===== src/self_test_pkg.sv =====
// Constants for the self-test and status LED supervisor
package self_test_pkg;
    localparam int unsigned CLK_HZ          = 100_000_000;
    localparam int unsigned CLK_PERIOD_NS   = 10;
    // Blink period in milliseconds
    localparam int unsigned BLINK_PERIOD_MS = 1000;
    localparam int unsigned BLINK_HALF_CYC  = (BLINK_PERIOD_MS * 1000 / 2) * (1000 / CLK_PERIOD_NS);
    // Self-test run length and poll interval, in cycles
    localparam int unsigned TEST_CYC        = 4096;
    localparam int unsigned POLL_GAP_CYC    = 1024;
    localparam int unsigned POLL_TIMEOUT_CYC = 2048;
    localparam int unsigned DRIVES          = 8;
endpackage : self_test_pkg


===== src/status_led_self_test_supervisor.sv =====
// Self-test supervisor, drive status poller and status LED driver
module status_led_self_test_supervisor #(
    parameter int unsigned BLINK_HALF = self_test_pkg::BLINK_HALF_CYC,
    parameter int unsigned TEST_LEN   = self_test_pkg::TEST_CYC,
    parameter int unsigned POLL_GAP   = self_test_pkg::POLL_GAP_CYC,
    parameter int unsigned POLL_WAIT  = self_test_pkg::POLL_TIMEOUT_CYC,
    parameter int unsigned DRIVES     = self_test_pkg::DRIVES
) (
    input  wire logic              clk,
    input  wire logic              rst,
    input  wire logic              board_reset_switch,
    input  wire logic              testDone,
    input  wire logic              testPass,
    input  wire logic [DRIVES-1:0] driveAssigned,
    input  wire logic              pollAnswer,
    input  wire logic              pollPresent,
    input  wire logic              transferActive,
    input  wire logic              hostAccessReq,
    output logic                   hostAccessGrant,
    output logic                   testRunning,
    output logic                   testFailed,
    output logic                   pollStrobe,
    output logic [2:0]             pollDrive,
    output logic                   driveFault,
    output logic                   statusLed
);
    typedef enum logic [2:0] {
        TESTING = 3'b001,
        RUNNING = 3'b010,
        FAILED  = 3'b100
    } mode_e;

    localparam int unsigned TW = $clog2(TEST_LEN + 1);
    localparam int unsigned BW = $clog2(BLINK_HALF + 1);
    localparam int unsigned PW = $clog2(POLL_GAP + POLL_WAIT + 1);

    mode_e             mode, next_mode;
    logic [TW-1:0]     testCnt, next_testCnt;
    logic [BW-1:0]     blinkCnt, next_blinkCnt;
    logic              blinkPhase, next_blinkPhase;
    logic [PW-1:0]     pollCnt, next_pollCnt;
    logic              pollWaiting, next_pollWaiting;
    logic [2:0]        next_pollDrive;
    logic [DRIVES-1:0] silent, next_silent;
    logic              ledNext;

    // Switch closed equals reset asserted
    wire logic localReset = rst | board_reset_switch;

    // Next assigned drive after the given one, wrapping through the index space
    function automatic logic [2:0] nextDrive(input logic [2:0] cur, input logic [DRIVES-1:0] asg);
        logic [2:0] d;
        logic [2:0] cand;
        logic       found;
        d     = cur;
        cand  = cur;
        found = 1'b0;
        for (int i = 1; i <= DRIVES; i++) begin
            cand = 3'(cur + 3'(i));
            if (!found && asg[cand]) begin
                d     = cand;
                found = 1'b1;
            end
        end
        return d;
    endfunction : nextDrive

    // Running mode decode, shared by LED, fault and host gate
    function automatic logic isRunning(input mode_e m);
        return (m == RUNNING);
    endfunction : isRunning

    always_comb begin
        next_mode       = mode;
        next_testCnt    = testCnt;
        next_blinkCnt   = blinkCnt;
        next_blinkPhase = blinkPhase;
        next_pollCnt    = pollCnt;
        next_pollWaiting = pollWaiting;
        next_pollDrive  = pollDrive;
        next_silent     = silent;
        pollStrobe      = 1'b0;
        unique case (mode)
            TESTING: begin
                // Test ends on report or on run-length expiry (counted as fail)
                if (testDone) begin
                    next_mode = testPass ? RUNNING : FAILED;
                end else if (testCnt == TW'(TEST_LEN)) begin
                    next_mode = FAILED;
                end else begin
                    next_testCnt = testCnt + TW'(1);
                end
            end
            RUNNING: begin
                // Continuous round-robin poll of assigned drives
                if (!pollWaiting) begin
                    if (pollCnt >= PW'(POLL_GAP)) begin
                        pollStrobe       = 1'b1;
                        next_pollWaiting = 1'b1;
                        next_pollCnt     = '0;
                    end else begin
                        next_pollCnt = pollCnt + PW'(1);
                    end
                end else if (pollAnswer) begin
                    next_silent[pollDrive] = 1'b0;
                    next_pollWaiting       = 1'b0;
                    next_pollDrive         = nextDrive(pollDrive, driveAssigned);
                end else if (pollCnt >= PW'(POLL_WAIT)) begin
                    next_silent[pollDrive] = 1'b1;
                    next_pollWaiting       = 1'b0;
                    next_pollCnt           = '0;
                    next_pollDrive         = nextDrive(pollDrive, driveAssigned);
                end else begin
                    next_pollCnt = pollCnt + PW'(1);
                end
                next_silent = next_silent & driveAssigned;
            end
            FAILED: begin
            end
        endcase
        // Equal on and off halves of the blink
        if (blinkCnt == BW'(BLINK_HALF - 1)) begin
            next_blinkCnt   = '0;
            next_blinkPhase = ~blinkPhase;
        end else begin
            next_blinkCnt = blinkCnt + BW'(1);
        end
        // LED priority: test/fail, activity, blink, off
        if (!isRunning(mode)) begin
            ledNext = 1'b1;
        end else if (transferActive) begin
            ledNext = 1'b1;
        end else if (!pollPresent || driveAssigned == '0 || silent != '0) begin
            ledNext = blinkPhase;
        end else begin
            ledNext = 1'b0;
        end
    end

    always_ff @(posedge clk) begin
        if (localReset) begin
            mode        <= TESTING;
            testCnt     <= '0;
            blinkCnt    <= '0;
            blinkPhase  <= 1'b0;
            pollCnt     <= '0;
            pollWaiting <= 1'b0;
            pollDrive   <= 3'h0;
            silent      <= '0;
            statusLed   <= 1'b1;
        end else begin
            mode        <= next_mode;
            testCnt     <= next_testCnt;
            blinkCnt    <= next_blinkCnt;
            blinkPhase  <= next_blinkPhase;
            pollCnt     <= next_pollCnt;
            pollWaiting <= next_pollWaiting;
            pollDrive   <= next_pollDrive;
            silent      <= next_silent;
            statusLed   <= ledNext;
        end
    end

    assign testRunning     = (mode == TESTING);
    assign testFailed      = (mode == FAILED);
    assign driveFault      = (silent != '0) || (isRunning(mode) && (driveAssigned == '0 || !pollPresent));
    // Host access only after a pass
    assign hostAccessGrant = hostAccessReq && isRunning(mode);
endmodule : status_led_self_test_supervisor


===== config.mk =====
export PLATFORM = sky130hd
export DESIGN_NAME = status_led_self_test_supervisor
export DESIGN_NICKNAME = d
export VERILOG_FILES = /design/src/self_test_pkg.sv /design/src/status_led_self_test_supervisor.sv
export SDC_FILE = /design/constraint.sdc
export NUM_CORES = 1
export LEC_CHECK = 0
export BUFFER_PORTS_ARGS = -buffer_cell sky130_fd_sc_hd__buf_4
export CAP_MARGIN = 40
export CORE_MARGIN = 2
export CORE_UTILIZATION = 51
export CTS_CLUSTER_SIZE = 40
export DETAILED_ROUTE_END_ITERATION = 12
export PLACE_DENSITY = 0.72
export SLEW_MARGIN = 10
export SYNTH_ARGS = -nofsm -noshare
export SYNTH_HDL_FRONTEND = slang
export SYNTH_SLANG_ARGS = --single-unit

===== constraint.sdc =====
create_clock -name clk -period 3.1 [get_ports clk]
set_clock_uncertainty 0.15 [all_clocks]
set_input_delay 0.155 -clock clk [delete_from_list [all_inputs] [get_ports clk]]
set_output_delay 0.155 -clock clk [all_outputs]
set_load 0.05 [all_outputs]

After elaboration in Yosys (flattened, before gate mapping)
Cells that the tools add are included.
- add/sub/neg operators: 10
- order comparisons: 11
- muxes and demuxes: 115
- eq/ne operators: 8
- multiply operators: 0
- reduce and logical (&&, ||, !) cells: 45
- div/mod/pow operators: 0
- bitwise operators: 9
- shift operators: 0
- operators with widths (kind ; number):
    1-bit 2-to-1 mux ; 78
    3-bit 2-to-1 mux ; 20
    12-bit 2-to-1 mux ; 4
    3-bit by 4-bit < comparator with 1-bit output (second input constant) ; 8
    8-bit 2-to-1 mux ; 4
    26-bit by 1-bit adder with 26-bit output (second input constant) ; 1
    26-bit equality test (second input constant) ; 1
    1-bit binary-select mux with 3-bit select ; 8
    1-bit logical AND ; 17
    8-bit AND ; 2
    1-bit logical NOT ; 15
    13-bit by 1-bit adder with 13-bit output (second input constant) ; 1
    13-bit equality test (second input constant) ; 1
    12-bit by 1-bit adder with 12-bit output (second input constant) ; 1
    3-bit adder (second input constant) ; 4
    12-bit by 11-bit >= comparator with 1-bit output (second input constant) ; 1
    12-bit >= comparator (second input constant) ; 1
    8-bit logical NOT ; 1
    8-bit inverter ; 1
    8-bit bitwise OR ; 1
    8-bit nonzero test ; 1
    3-bit by 2-bit adder with 3-bit output (second input constant) ; 2
    2-bit != test (second input constant) ; 3
    5-bit AND reduction ; 1
    other kinds (14) ; 21
- logic and storage cells: 207
- latch bits: 0
- output and inout port bits: 9
- bits in writable memories: 0
- input bits: 17
- memories: 0
- register bits after elaboration: 68
- ROM bits: 0

Logic depth before layout (Yosys ltp)
Gate-level depths: netlist (run 1).
- depth after elaboration: 55
- gate-level depth with buffers: 12
- mapped depth without buffers: 9

Least setup slack after synthesis (run 1)
OpenSTA, ideal clock, no wires.
- kind: register to register
- from: register pollDrive[0]
- to: register pollDrive[0]
- clock period less this slack: 3412 ps
- slack: -312 ps
- stages on the path, launching flop included: 12
- library setup time: 72 ps
- data arrival time: 3191 ps
- path through: dfxtp_1 buf_2 inv_2 ha_1 buf_2 buf_2 mux4_2 nor2_1 nand3_4 or3_4 a31oi_2 mux2i_1
- cells in the longest elaborated chain, start to end: 54
- RTL lines (item ; line ; text):
    start: declaration ; status_led_self_test_supervisor.sv:23 ; output logic [2:0] pollDrive,
    start signal: assignment ; status_led_self_test_supervisor.sv:158 ; pollDrive <= next_pollDrive;
    3-bit by 1-bit adder with 3-bit output ; status_led_self_test_supervisor.sv:59 ; cand = 3'(cur + 3'(i));
    1-bit binary-select mux with 3-bit select ; status_led_self_test_supervisor.sv:60 ; if (!found && asg[cand]) begin
    1-bit 2-to-1 mux (not written as such) ; status_led_self_test_supervisor.sv:60 ;
    1-bit 2-to-1 mux ; status_led_self_test_supervisor.sv:60 ;
    1-bit 2-to-1 mux ; status_led_self_test_supervisor.sv:108 ; end else if (pollCnt >= PW'(POLL_WAIT)) begin
    1-bit 2-to-1 mux ; status_led_self_test_supervisor.sv:104 ; end else if (pollAnswer) begin
    1-bit 2-to-1 mux ; status_led_self_test_supervisor.sv:96 ; if (!pollWaiting) begin
    1-bit 2-to-1 mux ; status_led_self_test_supervisor.sv:83 ; unique case (mode)
    [... 38 more ...] ; n/a ;
    1-bit 2-to-1 mux ; status_led_self_test_supervisor.sv:108 ;
    1-bit 2-to-1 mux ; status_led_self_test_supervisor.sv:104 ;
    1-bit 2-to-1 mux ; status_led_self_test_supervisor.sv:96 ;
    1-bit 2-to-1 mux ; status_led_self_test_supervisor.sv:83 ;
    1-bit logical NOT ; status_led_self_test_supervisor.sv:60 ;
    1-bit logical AND ; status_led_self_test_supervisor.sv:60 ;
    2-bit != test (no line) ; n/a ;
    5-bit AND reduction (no line) ; n/a ;
Several ways; a longest one is shown, not always the timed one. The select of a mux whose other input is x is not followed.
A chain may end at the register's enable or synchronous reset.

Worst setup path in the final report (run 1)
- from: register pollDrive[1]
- to: register pollDrive[0]
Same word-level chain as after synthesis.

==> results of run 1 <==
## registers in the layout, indices dropped and copies added, names as in the netlist
| signal | cells |
|---|---|
| mode | 3 |
| blinkCnt | 26 |
| pollDrive | 3 |
| blinkPhase | 1 |
| testCnt | 13 |
| silent | 8 |
| statusLed | 1 |
| pollWaiting | 1 |
| pollCnt | 12 |
## synth_stat cells, types with 3 or more instances
cell / count
or3_1: 8
mux2_1: 4
xnor2_1: 14
inv_1: 19
nor4_1: 4
o21ai_0: 16
mux2_2: 10
nor3_1: 15
dfxtp_1: 68
nor2_1: 72
and3_1: 8
ha_1: 11
nand2b_1: 3
mux2i_1: 12
buf_2: 4
o31ai_1: 3
mux4_2: 7
a21oi_1: 31
nand4_1: 14
clkbuf_1: 8
nand2_1: 44
nor4b_1: 3
xor2_1: 29
a31oi_1: 4
nand3_1: 22
## placed cells by master, fill, tap and decap left out, drive strengths merged, types with 3 or more instances in the layout
cell,count
nand2b,3
clkbuf,13
dlygate4sd3,4
o21ai,18
mux2i,12
mux2,14
nor4,4
inv,20
nor4b,3
and3,8
dfxtp,68
nand3,23
nand4,14
xor2,29
xnor2,14
ha,11
mux4,7
nor2,73
nand2,44
buf,35
a21oi,31
a31oi,5
nor3,16
or3,9
o31ai,3
## worst max-delay path by stage
stage / start / end / slack, ns / cells after the start
floorplan: pollDrive[1] / pollDrive[0] / 0.06 / 11
global placement: pollDrive[1] / pollDrive[1] / 0.32 / 9
detailed placement: pollDrive[1] / pollDrive[0] / 0.19 / 9
global route: pollDrive[1] / pollDrive[0] / 0.02 / 9
finish: pollDrive[1] / pollDrive[0] / 0.16 / 9
CTS: pollDrive[1] / pollDrive[0] / 0.17 / 9
## power groups by stage
stage / combinational (mW) / sequential (mW) / clock [mW]
5_1_grt: 0.150 / 0.881 / 0.833
6_report: 0.138 / 0.880 / 0.782
2_1_floorplan: 0.0803 / 0.900 / 0
3_3_place_gp: 0.129 / 0.901 / 0
4_1_cts: 0.136 / 0.880 / 0.794
3_5_place_dp: 0.131 / 0.901 / 0
## final cells by class
| cell class | count | area, sq um |
|---|---|---|
| clock inverter | 3 | 42.5 |
| tap | 99 | 124 |
| clock buffer | 13 | 170 |
| fill | 663 | 2850 |
| sequential | 68 | 1370 |
| timing repair buffer | 39 | 303 |
| inverter | 20 | 75.1 |
| multi-input combinational | 365 | 2400 |
## cells by family after synthesis
family                   share of synthesized area
AND/OR/NAND/NOR                              0.256
XOR/XNOR                                    0.0966
adder cells (fa/ha/maj)                     0.0353
flip-flops                                   0.349
buffers and inverters                       0.0360
AO/OA/AOI/OAI                                0.115
multiplexers                                 0.112
## metal layers
metal	global-route usage	vias up	wire length, um
met3	0.0490	13	483
met4	0.0530	0	91
li1	-	1718	-
met5	0	-	0
met2	0.356	96	4190
met1	0.274	1621	3980
## worst reg2reg max path, stage by stage (launching register included)
cell	delay (ns)
dfxtp_2	0.33
inv_1	0.08
ha_1	0.69
mux2i_1	0.32
mux2i_1	0.15
o221ai_2	0.25
nand3_4	0.13
or3_4	0.41
a31oi_2	0.19
mux2i_1	0.18
## stage by stage
step | hold WS (ns) | setup slack, ns
6_report | 0.00882 | 0.162
3_5_place_dp | 0.204 | 0.188
4_1_cts | 0.00452 | 0.170
3_3_place_gp | 0.203 | 0.321
2_1_floorplan | 0.0970 | 0.0617
5_1_grt | 0.0283 | 0.0177
## what timing repair did
action	CTS	global route
setup endpoints to repair	0	0
hold buffers	4	0
hold endpoints to repair	3	0
==> summary.txt, run 1 <==
Pwr
  • Clock power frac: 0.434
  • Worst vdd ir: 305 uV
  • NetSw: 0.424 mW
  • Sw Ratio: 0.236
  • Comb pwr share: 0.076
  • Int Pwr: 1.38 mW
  • Leakage: 1.57 nW
  • Tot Pwr: 1.80 mW
  • Flop pwr share: 0.489
  • Power density over the cells: 402 nW/um^2

Drt
  • DRT iter0 DRCs: 139
  • Via density per instance: 5.68
  • Detailed-route via count: 3448
  • DRT Pass-1 Iters: 5
  • # DRC: 0
  • DRT Wirelength: 8750 um
  • Final ANT Viol Nets: 0
  • DR WL/cell: 14.4 um

Setup path
  • R2r setup slk: 0.16 ns
  • Most frequent CP cell: mux2i_1
  • CP bufs+invs: 1
  • Delay of the slowest critical-path stage: 0.69 ns
  • Setup CP Type: reg2reg
  • Crit path cell chain: inv_1 > ha_1 > mux2i_1 > mux2i_1 > o221ai_2 > nand3_4 > or3_4 > a31oi_2 > mux2i_1
  • R2R Path Start: pollDrive[1]
  • Worst-path fanout max: 15
  • Worst EP arrival: 3.06 ns
  • R2R Path End: pollDrive[0]
  • Crit path max-delay family: adder cells
  • CP Launch Type: flop
  • Worst Setup End Kind: flop
  • Worst path required time: 3.22 ns
  • CP max stage cell: ha_1
  • R2R depth: 9

CTS
  • Post-CTS Resized: 0
  • TritonCTS clock tree: yes
  • Clk root buf: clkbuf_8
  • CTS buffer count: 9
  • Sink Count: 68
  • Setup bufs post-CTS: 0
  • Clk Latency, worst-skew pair: 0.34 ns
  • CTS clock-pin slew for the worst setup and hold paths: 0.07 ns
  • CTS Buffer Depth: 2
  • H-tree Lvls: 3

Finish
  • Fin nets: 531
  • Diodes inserted: 0
  • Fin area: 4480 sq um
  • Synth-to-Final Area Change: 14.9%
  • Fin util: 0.611
  • Share of layout cells above drive strength 1: 0.152
  • Layout Cells excl Fill: 607

Floorplanning
  • Die H: 91.4 um
  • Die Width: 91.4 um
  • Core area: 7330 sq um
  • Initial core utilization: 0.532
  • Die Area: 8360 sq um
  • Std cell rows: 31
  • IO Count: 26

Timing
  • Period utilization: 0.948
  • Final worst path period need: 2.94 ns
  • Max Freq: 0.340 GHz
  • Setup TNS: 0 ns
  • Actual slew at the worst max-slew pin: 0.676 ns
  • Count of pins over their slew limit: 0
  • RSZ-0062 raised after global routing: no
  • Max-slew headroom: 0.547
  • Final number of hold-violating endpoints: 0
  • Setup Viol. Count Final: 0

Synth
  • Area leader, netlist: dfxtp_1
  • Mean Syn Cell Area: 8.35 sq um
  • Yosys top cell area share: 0.349
  • Synth top area cells: dfxtp_1 (35%), nor2_1 (6.9%), xor2_1 (6.5%), nand2_1 (4.2%), mux4_2 (4.0%)
  • Mapped Cells: 467
  • Post-Syn Nets: 495
  • Post-synthesis cell area: 3900 sq um
  • Yosys cell types: 54
  • Ys flop type: dfxtp_1
  • Asr flop ratio synth: 0
  • EDFF count, synth: 0
  • Seq/Total Area, Yosys: 0.349
  • Seq cells post-synth: 68
  • Yosys warning total: 0

Global route
  • Vias in the first global route: 3151
  • Pin count of the biggest net entering global routing: 33
  • Tot GR Track Use: 0.212
  • Initial antenna violation count: 0
  • Global-route wire length before repair: 14600 um
  • Grt total ovfl: 0

Place
  • Placer's final routability congestion estimate: 0.936
  • Placed Instances: 587
  • Port bufs: 25
  • Cell Area, Placed: 4220 sq um
  • HPWL after detailed placement: 6280 um

Status
  • Status: finished clean

Hold path
  • Worst Hold Depth: 3
  • Hold_sp: rst
  • WHS Endpoint: mode[0]
  • Min-delay worst type: in2reg

Job
  • Max-cap violation count: 0
Note: power is estimated with default switching activity, not from simulation.
==> run 2, diff against run 1 <==
--- a/config.mk
+++ b/config.mk
@@ -7,7 +7,6 @@
 export LEC_CHECK = 0
 export BUFFER_PORTS_ARGS = -buffer_cell sky130_fd_sc_hd__buf_4
 export CAP_MARGIN = 40
-export CORE_MARGIN = 2
 export CORE_UTILIZATION = 51
 export CTS_CLUSTER_SIZE = 40
 export DETAILED_ROUTE_END_ITERATION = 12
==> run 2 against run 1 <==
Net effect: clock-buffer cell count fell by 3; worst hold slack better by 0.0068 ns; via count rose by 1.7%; largest cell class unchanged.
==> summary.txt, run 2 (synthesis results as in run 1) <==
Pwr
  • Power density over the cells: 380 nW/um^2 (-5.5%)
  • Int Pwr: 1.25 mW (-9.0%)
  • Worst vdd ir: 280 uV (-8.0%)
  • Clock power frac: 0.401 (-0.033)
  • Flop pwr share: 0.517 (+0.028)
  • Comb pwr share: 0.082 (+0.006)
  • Sw Ratio: 0.264 (+0.0287)
  • NetSw: 0.450 mW (+6.1%)
  • Leakage: 1.57 nW (+0.33%)

Timing
  • Setup TNS: 0 ns (unchanged)
  • RSZ-0062 raised after global routing: no
  • Actual slew at the worst max-slew pin: 0.680 ns (+0.00402 ns)
  • Count of pins over their slew limit: 0 (unchanged)
  • Max Freq: 0.352 GHz (+3.4%)
  • Max-slew headroom: 0.544 (-0.00270)
  • Final number of hold-violating endpoints: 0 (unchanged)
  • Final worst path period need: 2.84 ns (-0.0978 ns)
  • Period utilization: 0.916 (-0.0316)
  • Setup Viol. Count Final: 0 (unchanged)

Setup path
  • Worst EP arrival: 2.97 ns (-0.09 ns)
  • R2R Path Start: pollDrive[0]
  • Delay of the slowest critical-path stage: 0.62 ns (-0.07 ns)
  • CP Launch Type: flop
  • Worst Setup SP: pollDrive[0]
  • Worst Setup End Kind: flop
  • Setup CP Type: reg2reg
  • Crit path cell chain: inv_2 > ha_1 > mux4_2 > nor2_1 > nand3_4 > or3_4 > a31oi_2 > mux2i_1
  • CP max stage cell: ha_1
  • Worst path required time: 3.23 ns (about the same)
  • Worst-path fanout max: 12 (-3)

Finish
  • Fillers: 662 (-0.15%)
  • Most common cell after layout, fill and taps aside: nor2_1
  • FF/Latch Area: 1370 sq um (unchanged)
  • Most frequent cells in the layout: nor2_1 (72), dfxtp_1 (66), nand2_1 (44)
  • Fin nets: 535 (+0.75%)
  • Multi-input gate area: 2400 sq um (unchanged)
  • Synth-to-Final Area Change: 15.0%
  • Layout Cells excl Fill: 611 (+0.66%)
  • Biggest register: blinkCnt
  • Diodes inserted: 0 (unchanged)
  • Largest regs: blinkCnt x26, testCnt x13, pollCnt x12
  • Share of layout cells above drive strength 1: 0.158 (+0.00663)
  • Largest register FFs: 26 (unchanged)

Floorplanning
  • Std cell rows: 31 (unchanged)
  • Die Width: 89.4 um (-2.2%)
  • IO Count: 26 (unchanged)
  • Core area: 7330 sq um (unchanged)
  • Die Area: 8000 sq um (-4.3%)
  • Initial core utilization: 0.532 (unchanged)
  • Die H: 89.4 um (-2.2%)

CTS
  • Clk root buf: clkbuf_8
  • Clk Latency, worst-skew pair: 0.35 ns (about the same)
  • Hold-fix buffer count after cts: 6 (+2)
  • Sink Count: 68 (unchanged)
  • Post-CTS Resized: 0 (unchanged)
  • TritonCTS clock tree: yes
  • CTS buffer count: 9 (unchanged)
  • H-tree Lvls: 3 (unchanged)
  • CTS clock-pin slew for the worst setup and hold paths: 0.08 ns (about the same)
  • CTS Buffer Depth: 2 (unchanged)
  • Setup bufs post-CTS: 0 (unchanged)

Place
  • Port bufs: 25 (unchanged)
  • HPWL after detailed placement: 6320 um (+0.68%)
  • Placer's final routability congestion estimate: 0.979 (+4.5%)
  • Placed Instances: 589 (+0.34%)

Hold path
  • Hold_sp: driveAssigned[7]
  • Min-delay worst type: in2reg

Job
  • Max-cap violation count: 0 (unchanged)

Global route
  • Global-route wire length before repair: 14700 um (+0.80%)
  • Tot GR Track Use: 0.238 (+0.0259)
  • Initial antenna violation count: 0 (unchanged)
  • Grt total ovfl: 0 (unchanged)
  • Vias in the first global route: 3227 (+2.4%)
  • Pin count of the biggest net entering global routing: 33 (unchanged)

Drt
  • # DRC: 0 (unchanged)
  • DRT Wirelength: 8790 um (+0.46%)
  • DR WL/cell: 14.4 um (-0.20%)
  • DRT Pass-1 Iters: 5 (unchanged)
  • Via density per instance: 5.74 (+1.1%)
  • Detailed-route via count: 3508 (+1.7%)
  • Final ANT Viol Nets: 0 (unchanged)
  • DRT iter0 DRCs: 154 (+11%)

Status
  • Status: finished clean
[run 2: changes by cell type in the layout (fill, tap and decap cells not counted)]
cell	previous run	this run
dlygate4sd3_1	4	6
clkbuf_1	2	0
clkbuf_16	1	0
inv_6	0	2
clkinv_4	0	1
bufinv_16	1	0
clkinvlp_4	1	2
buf_4	35	37
[run 2: power groups by stage]
stage	clock network (mW)	registers, mW	logic (mW)
6_report	0.682	0.880	0.140
3_5_place_dp	0	0.901	0.131
2_1_floorplan	0	0.900	0.0803
4_1_cts	0.699	0.880	0.138
5_1_grt	0.743	0.881	0.150
3_3_place_gp	0	0.901	0.129
[run 2: final timing paths]
| check | end | slack, ns | depth (start not counted) |
|---|---|---|---|
| worst max-delay path | pollDrive[0] | 0.26 | 8 |
| worst min-delay path | silent[7] | 0.02 | 3 |
| worst max register to register | pollDrive[0] | 0.26 | 8 |
| worst min register to register | blinkCnt[0] | 0.33 | 1 |
[run 2: layer usage]
| metal | GRT usage | up-vias | routed length [um] | share of wire |
|---|---|---|---|---|
| met5 | 0 | - | 0 | 0 |
| met4 | 0.113 | 0 | 188 | 0.021 |
| met3 | 0.0480 | 20 | 505 | 0.057 |
| met2 | 0.386 | 122 | 4100 | 0.47 |
| met1 | 0.304 | 1640 | 3990 | 0.45 |
| li1 | - | 1726 | - | - |
[run 2: worst max-delay path: cells and delay by family, from the launching register on]
family | cells | cell delay [ns]
and+or+nand+nor | 3 | 0.77
adders and majority gates | 1 | 0.62
muxes | 2 | 0.61
DFF | 1 | 0.35
AOI/OAI and AO/OA | 1 | 0.18
buffers and inverters | 1 | 0.08
[run 2: stage by stage]
step / total power [mW] / utilization / cell area (sq um) / setup slack (ns) / hold WS [ns]
floorplan: 0.980 / - / 3910 / 0.0617 / 0.0970
global placement: 1.03 / 0.578 / 4240 / 0.353 / 0.191
detailed placement: 1.03 / 0.578 / 4240 / 0.277 / 0.192
CTS: 1.72 / 0.612 / 4480 / 0.247 / 0.00476
global route: 1.77 / 0.612 / 4480 / 0.0887 / 0.00727
finish: 1.70 / 0.612 / 4480 / 0.259 / 0.0156
[run 2: final cells by class]
type	count	area share
Inverter	20	0.0167
Sequential cell	68	0.305
Clock inverter	6	0.0103
Multi-Input combinational cell	365	0.534
Tap cell	99	0.0276
Timing Repair Buffer	43	0.0754
Clock buffer	10	0.0307
==> run 3, diff against run 2 <==
--- a/config.mk
+++ b/config.mk
@@ -5,12 +5,13 @@
 export SDC_FILE = /design/constraint.sdc
 export NUM_CORES = 1
 export LEC_CHECK = 0
+export ABC_AREA = 1
 export BUFFER_PORTS_ARGS = -buffer_cell sky130_fd_sc_hd__buf_4
 export CAP_MARGIN = 40
 export CORE_UTILIZATION = 51
 export CTS_CLUSTER_SIZE = 40
 export DETAILED_ROUTE_END_ITERATION = 12
-export PLACE_DENSITY = 0.72
+export PLACE_DENSITY = 0.71
 export SLEW_MARGIN = 10
 export SYNTH_ARGS = -nofsm -noshare
 export SYNTH_HDL_FRONTEND = slang
==> run 3 against run 2 <==
Net effect: non-clock buffer count is 5 lower; global-route usage is 0.33 points lower; flip-flop and latch count stayed put; register-to-register slack better by 0.33 ns; critical endpoint unchanged; clock-buffer cell count stayed put; largest power group unchanged; via count is 12% higher; clock power is 16% higher; setup slack better by 0.33 ns; combinational power is 5% lower; die area is 4.3% higher; worst hold slack better by 0.015 ns; sequential share of layout area is 1.3 points lower.
==> summary.txt, run 3 <==
Global route
  • Initial antenna violation count: 0 (unchanged)
  • GR peak layer: met2
  • Grt total ovfl: 0 (unchanged)
  • Vias in the first global route: 3676 (+14%)
  • Met1 Use GR: 0.303 (-0.00128)
  • Met2 usage in global routing: 0.402 (+0.0157)
  • Global-route wire length before repair: 16000 um (+8.9%)
  • Tot GR Track Use: 0.234 (-0.00333)
  • Pin count of the biggest net entering global routing: 25 (-24%)
  • Grt met3 use: 0.0427 (-0.00530)

Floorplanning
  • IO Count: 26 (unchanged)
  • Std cell rows: 32 (+3.2%)
  • Core area: 7730 sq um (+5.4%)
  • Die H: 91.3 um (+2.1%)
  • Die Area: 8340 sq um (+4.3%)
  • Initial core utilization: 0.526 (-0.00527)
  • Die Width: 91.3 um (+2.1%)

Synth
  • Most frequent cell after synthesis: nand2_1
  • Area leader, netlist: dfxtp_1
  • Synth top area cells: dfxtp_1 (33%), nand2_1 (11%), inv_1 (6.4%), nor2_1 (5.7%), nand3_1 (5.5%)
  • Post-synthesis cell area: 4070 sq um (+4.4%)
  • Yosys top cell area share: 0.335 (-0.0146)
  • EDFF count, synth: 0 (unchanged)
  • Yosys warning total: 0 (unchanged)
  • Seq cells post-synth: 68 (unchanged)
  • Asr flop ratio synth: 0 (unchanged)
  • Post-Syn Nets: 617 (+25%)
  • Mapped Cells: 589 (+26%)
  • Seq/Total Area, Yosys: 0.335 (-0.0146)
  • Mean Syn Cell Area: 6.91 sq um (-17%)
  • Yosys cell types: 45 (-17%)
  • Top post-synthesis cells by count: nand2_1 (121), inv_1 (69), dfxtp_1 (68), nor2_1 (62), nand3_1 (45)
  • Ys flop type: dfxtp_1

Status
  • Status: finished clean

Finish
  • Fin nets: 658 (+23%)
  • Largest register FFs: 26 (unchanged)
  • Biggest register: blinkCnt
  • Largest regs: blinkCnt x26, testCnt x13, pollCnt x12
  • Most frequent cells in the layout: nand2_1 (121), inv_1 (69), dfxtp_1 (68)
  • Synth-to-Final Area Change: 14.6%
  • Diodes inserted: 0 (unchanged)
  • Most common cell after layout, fill and taps aside: nand2_1
  • Share of layout cells above drive strength 1: 0.154 (-0.00387)

CTS
  • CTS clock-pin slew for the worst setup and hold paths: 0.07 ns (about the same)
  • Clk Latency, worst-skew pair: 0.35 ns (about the same)
  • Clk root buf: clkbuf_8
  • Setup bufs post-CTS: 0 (unchanged)
  • CTS Buffer Depth: 2 (unchanged)
  • Post-CTS Resized: 0 (unchanged)
  • TritonCTS clock tree: yes
  • Sink Count: 68 (unchanged)
  • CTS buffer count: 9 (unchanged)
  • H-tree Lvls: 3 (unchanged)
  • Hold-fix buffer count after cts: 7 (+1)

Drt
  • DRT iter0 DRCs: 151 (-1.9%)
  • DRT Wirelength: 9150 um (+4.1%)
  • DRT Pass-1 Iters: 5 (unchanged)
  • # DRC: 0 (unchanged)
  • DR WL/cell: 12.4 um (-14%)
  • Final ANT Viol Nets: 0 (unchanged)
  • Detailed-route via count: 3912 (+12%)
  • Via density per instance: 5.31 (-7.5%)

Setup path
  • Worst-path fanout max: 9 (-3)
  • Setup CP Type: reg2reg
  • Worst EP arrival: 2.60 ns (-0.37 ns)
  • Worst path required time: 3.19 ns (-0.04 ns)
  • Worst Setup End Kind: flop
  • CP Launch Type: flop

Pwr
  • Worst vdd ir: 327 uV (+17%)
  • Tot Pwr: 1.80 mW (+6.0%)
  • Power density over the cells: 387 nW/um^2 (+1.9%)
  • Leakage: 1.72 nW (+9.3%)

Timing
  • RSZ-0062 raised after global routing: no
  • Setup Viol. Count Final: 0 (unchanged)
  • Max Freq: 0.398 GHz (+13%)
  • Count of pins over their slew limit: 0 (unchanged)
  • Setup TNS: 0 ns (unchanged)
  • Period utilization: 0.811 (-0.105)
  • Final number of hold-violating endpoints: 0 (unchanged)
  • Actual slew at the worst max-slew pin: 0.485 ns (-0.195 ns)
  • Final WS setup: 0.585 ns (+0.326 ns)
  • Final worst path period need: 2.51 ns (-0.326 ns)
  • Hold Slack: 0.0302 ns (+0.0145 ns)
  • Max-slew headroom: 0.677 (+0.133)

Place
  • Placer's final routability congestion estimate: 0.946 (-3.4%)
  • Port bufs: 25 (unchanged)
  • HPWL after detailed placement: 6810 um (+7.7%)
  • Setup WS pre-CTS: 0.617 ns (+0.340 ns)

Hold path
  • Min-delay worst type: in2reg

Job
  • Max-cap violation count: 0 (unchanged)
==> run 3: through the flow <==
stage                     instances  instance area, sq um   util
after global placement          714                  4370  0.566
after floorplan                 589                  4070      -
after CTS                       737                  4660  0.603
after global routing            737                  4660  0.603
final                           737                  4660  0.603
after detailed placement        714                  4370  0.566
==> run 3: cells by family (layout without fill, tap and decap cells) <==
| group | after synthesis | count (layout) | share of synthesized area |
|---|---|---|---|
| and+or+nand+nor | 321 | 321 | 0.395 |
| buffers and inverters | 85 | 131 | 0.0849 |
| xor gates and xnor gates | 13 | 13 | 0.0280 |
| adders and majority gates | 11 | 11 | 0.0338 |
| AOI/OAI and AO/OA | 91 | 91 | 0.124 |
| DFF | 68 | 68 | 0.335 |
==> run 3: layer usage <==
| layer | up-vias | part of all wire |
|---|---|---|
| met3 | 11 | 0.046 |
| met1 | 1762 | 0.48 |
| li1 | 2038 | - |
| met4 | 0 | 0.010 |
| met5 | - | 0 |
| met2 | 101 | 0.47 |
==> run 3: cell type report <==
| cell class | count | area (sq um) |
|---|---|---|
| clock inverter | 6 | 88.8 |
| sequential | 68 | 1360 |
| tap | 102 | 128 |
| fill | 704 | 3070 |
| clock buffer | 10 | 128 |
| timing repair buffer | 38 | 303 |
| inverter | 77 | 292 |
| multi-input combinational | 436 | 2360 |
==> run 3: final timing paths <==
check / slack [ns] / cells after the start / start / to
worst max-delay path: 0.59 / 14 / pollDrive[1] / pollDrive[0]
worst min-delay path: 0.03 / 3 / driveAssigned[4] / silent[4]
worst max register to register: 0.59 / 14 / pollDrive[1] / pollDrive[0]
worst min register to register: 0.32 / 1 / blinkCnt[0] / blinkCnt[0]
==> run 3: where the power goes <==
group | leakage [nW] | internal (mW) | total [mW] | switching, mW
logic | 1.07 | 0.0483 | 0.133 | 0.0843
clock network | 0.102 | 0.453 | 0.789 | 0.336
registers | 0.548 | 0.877 | 0.882 | 0.00462
==> run 3: critical path: stages, from the launching register on <==
cell and delay (ns):
dfxtp_1 0.32, inv_1 0.26, ha_1 0.38, inv_1 0.20, nand3_1 0.12, nand2_1 0.09
nand2_1 0.07, nand2_2 0.12, nand3_2 0.10, nor2_4 0.15, nand4_1 0.14, nand3_1 0.14
nand3_1 0.08, nand2_1 0.06, nor2_1 0.04
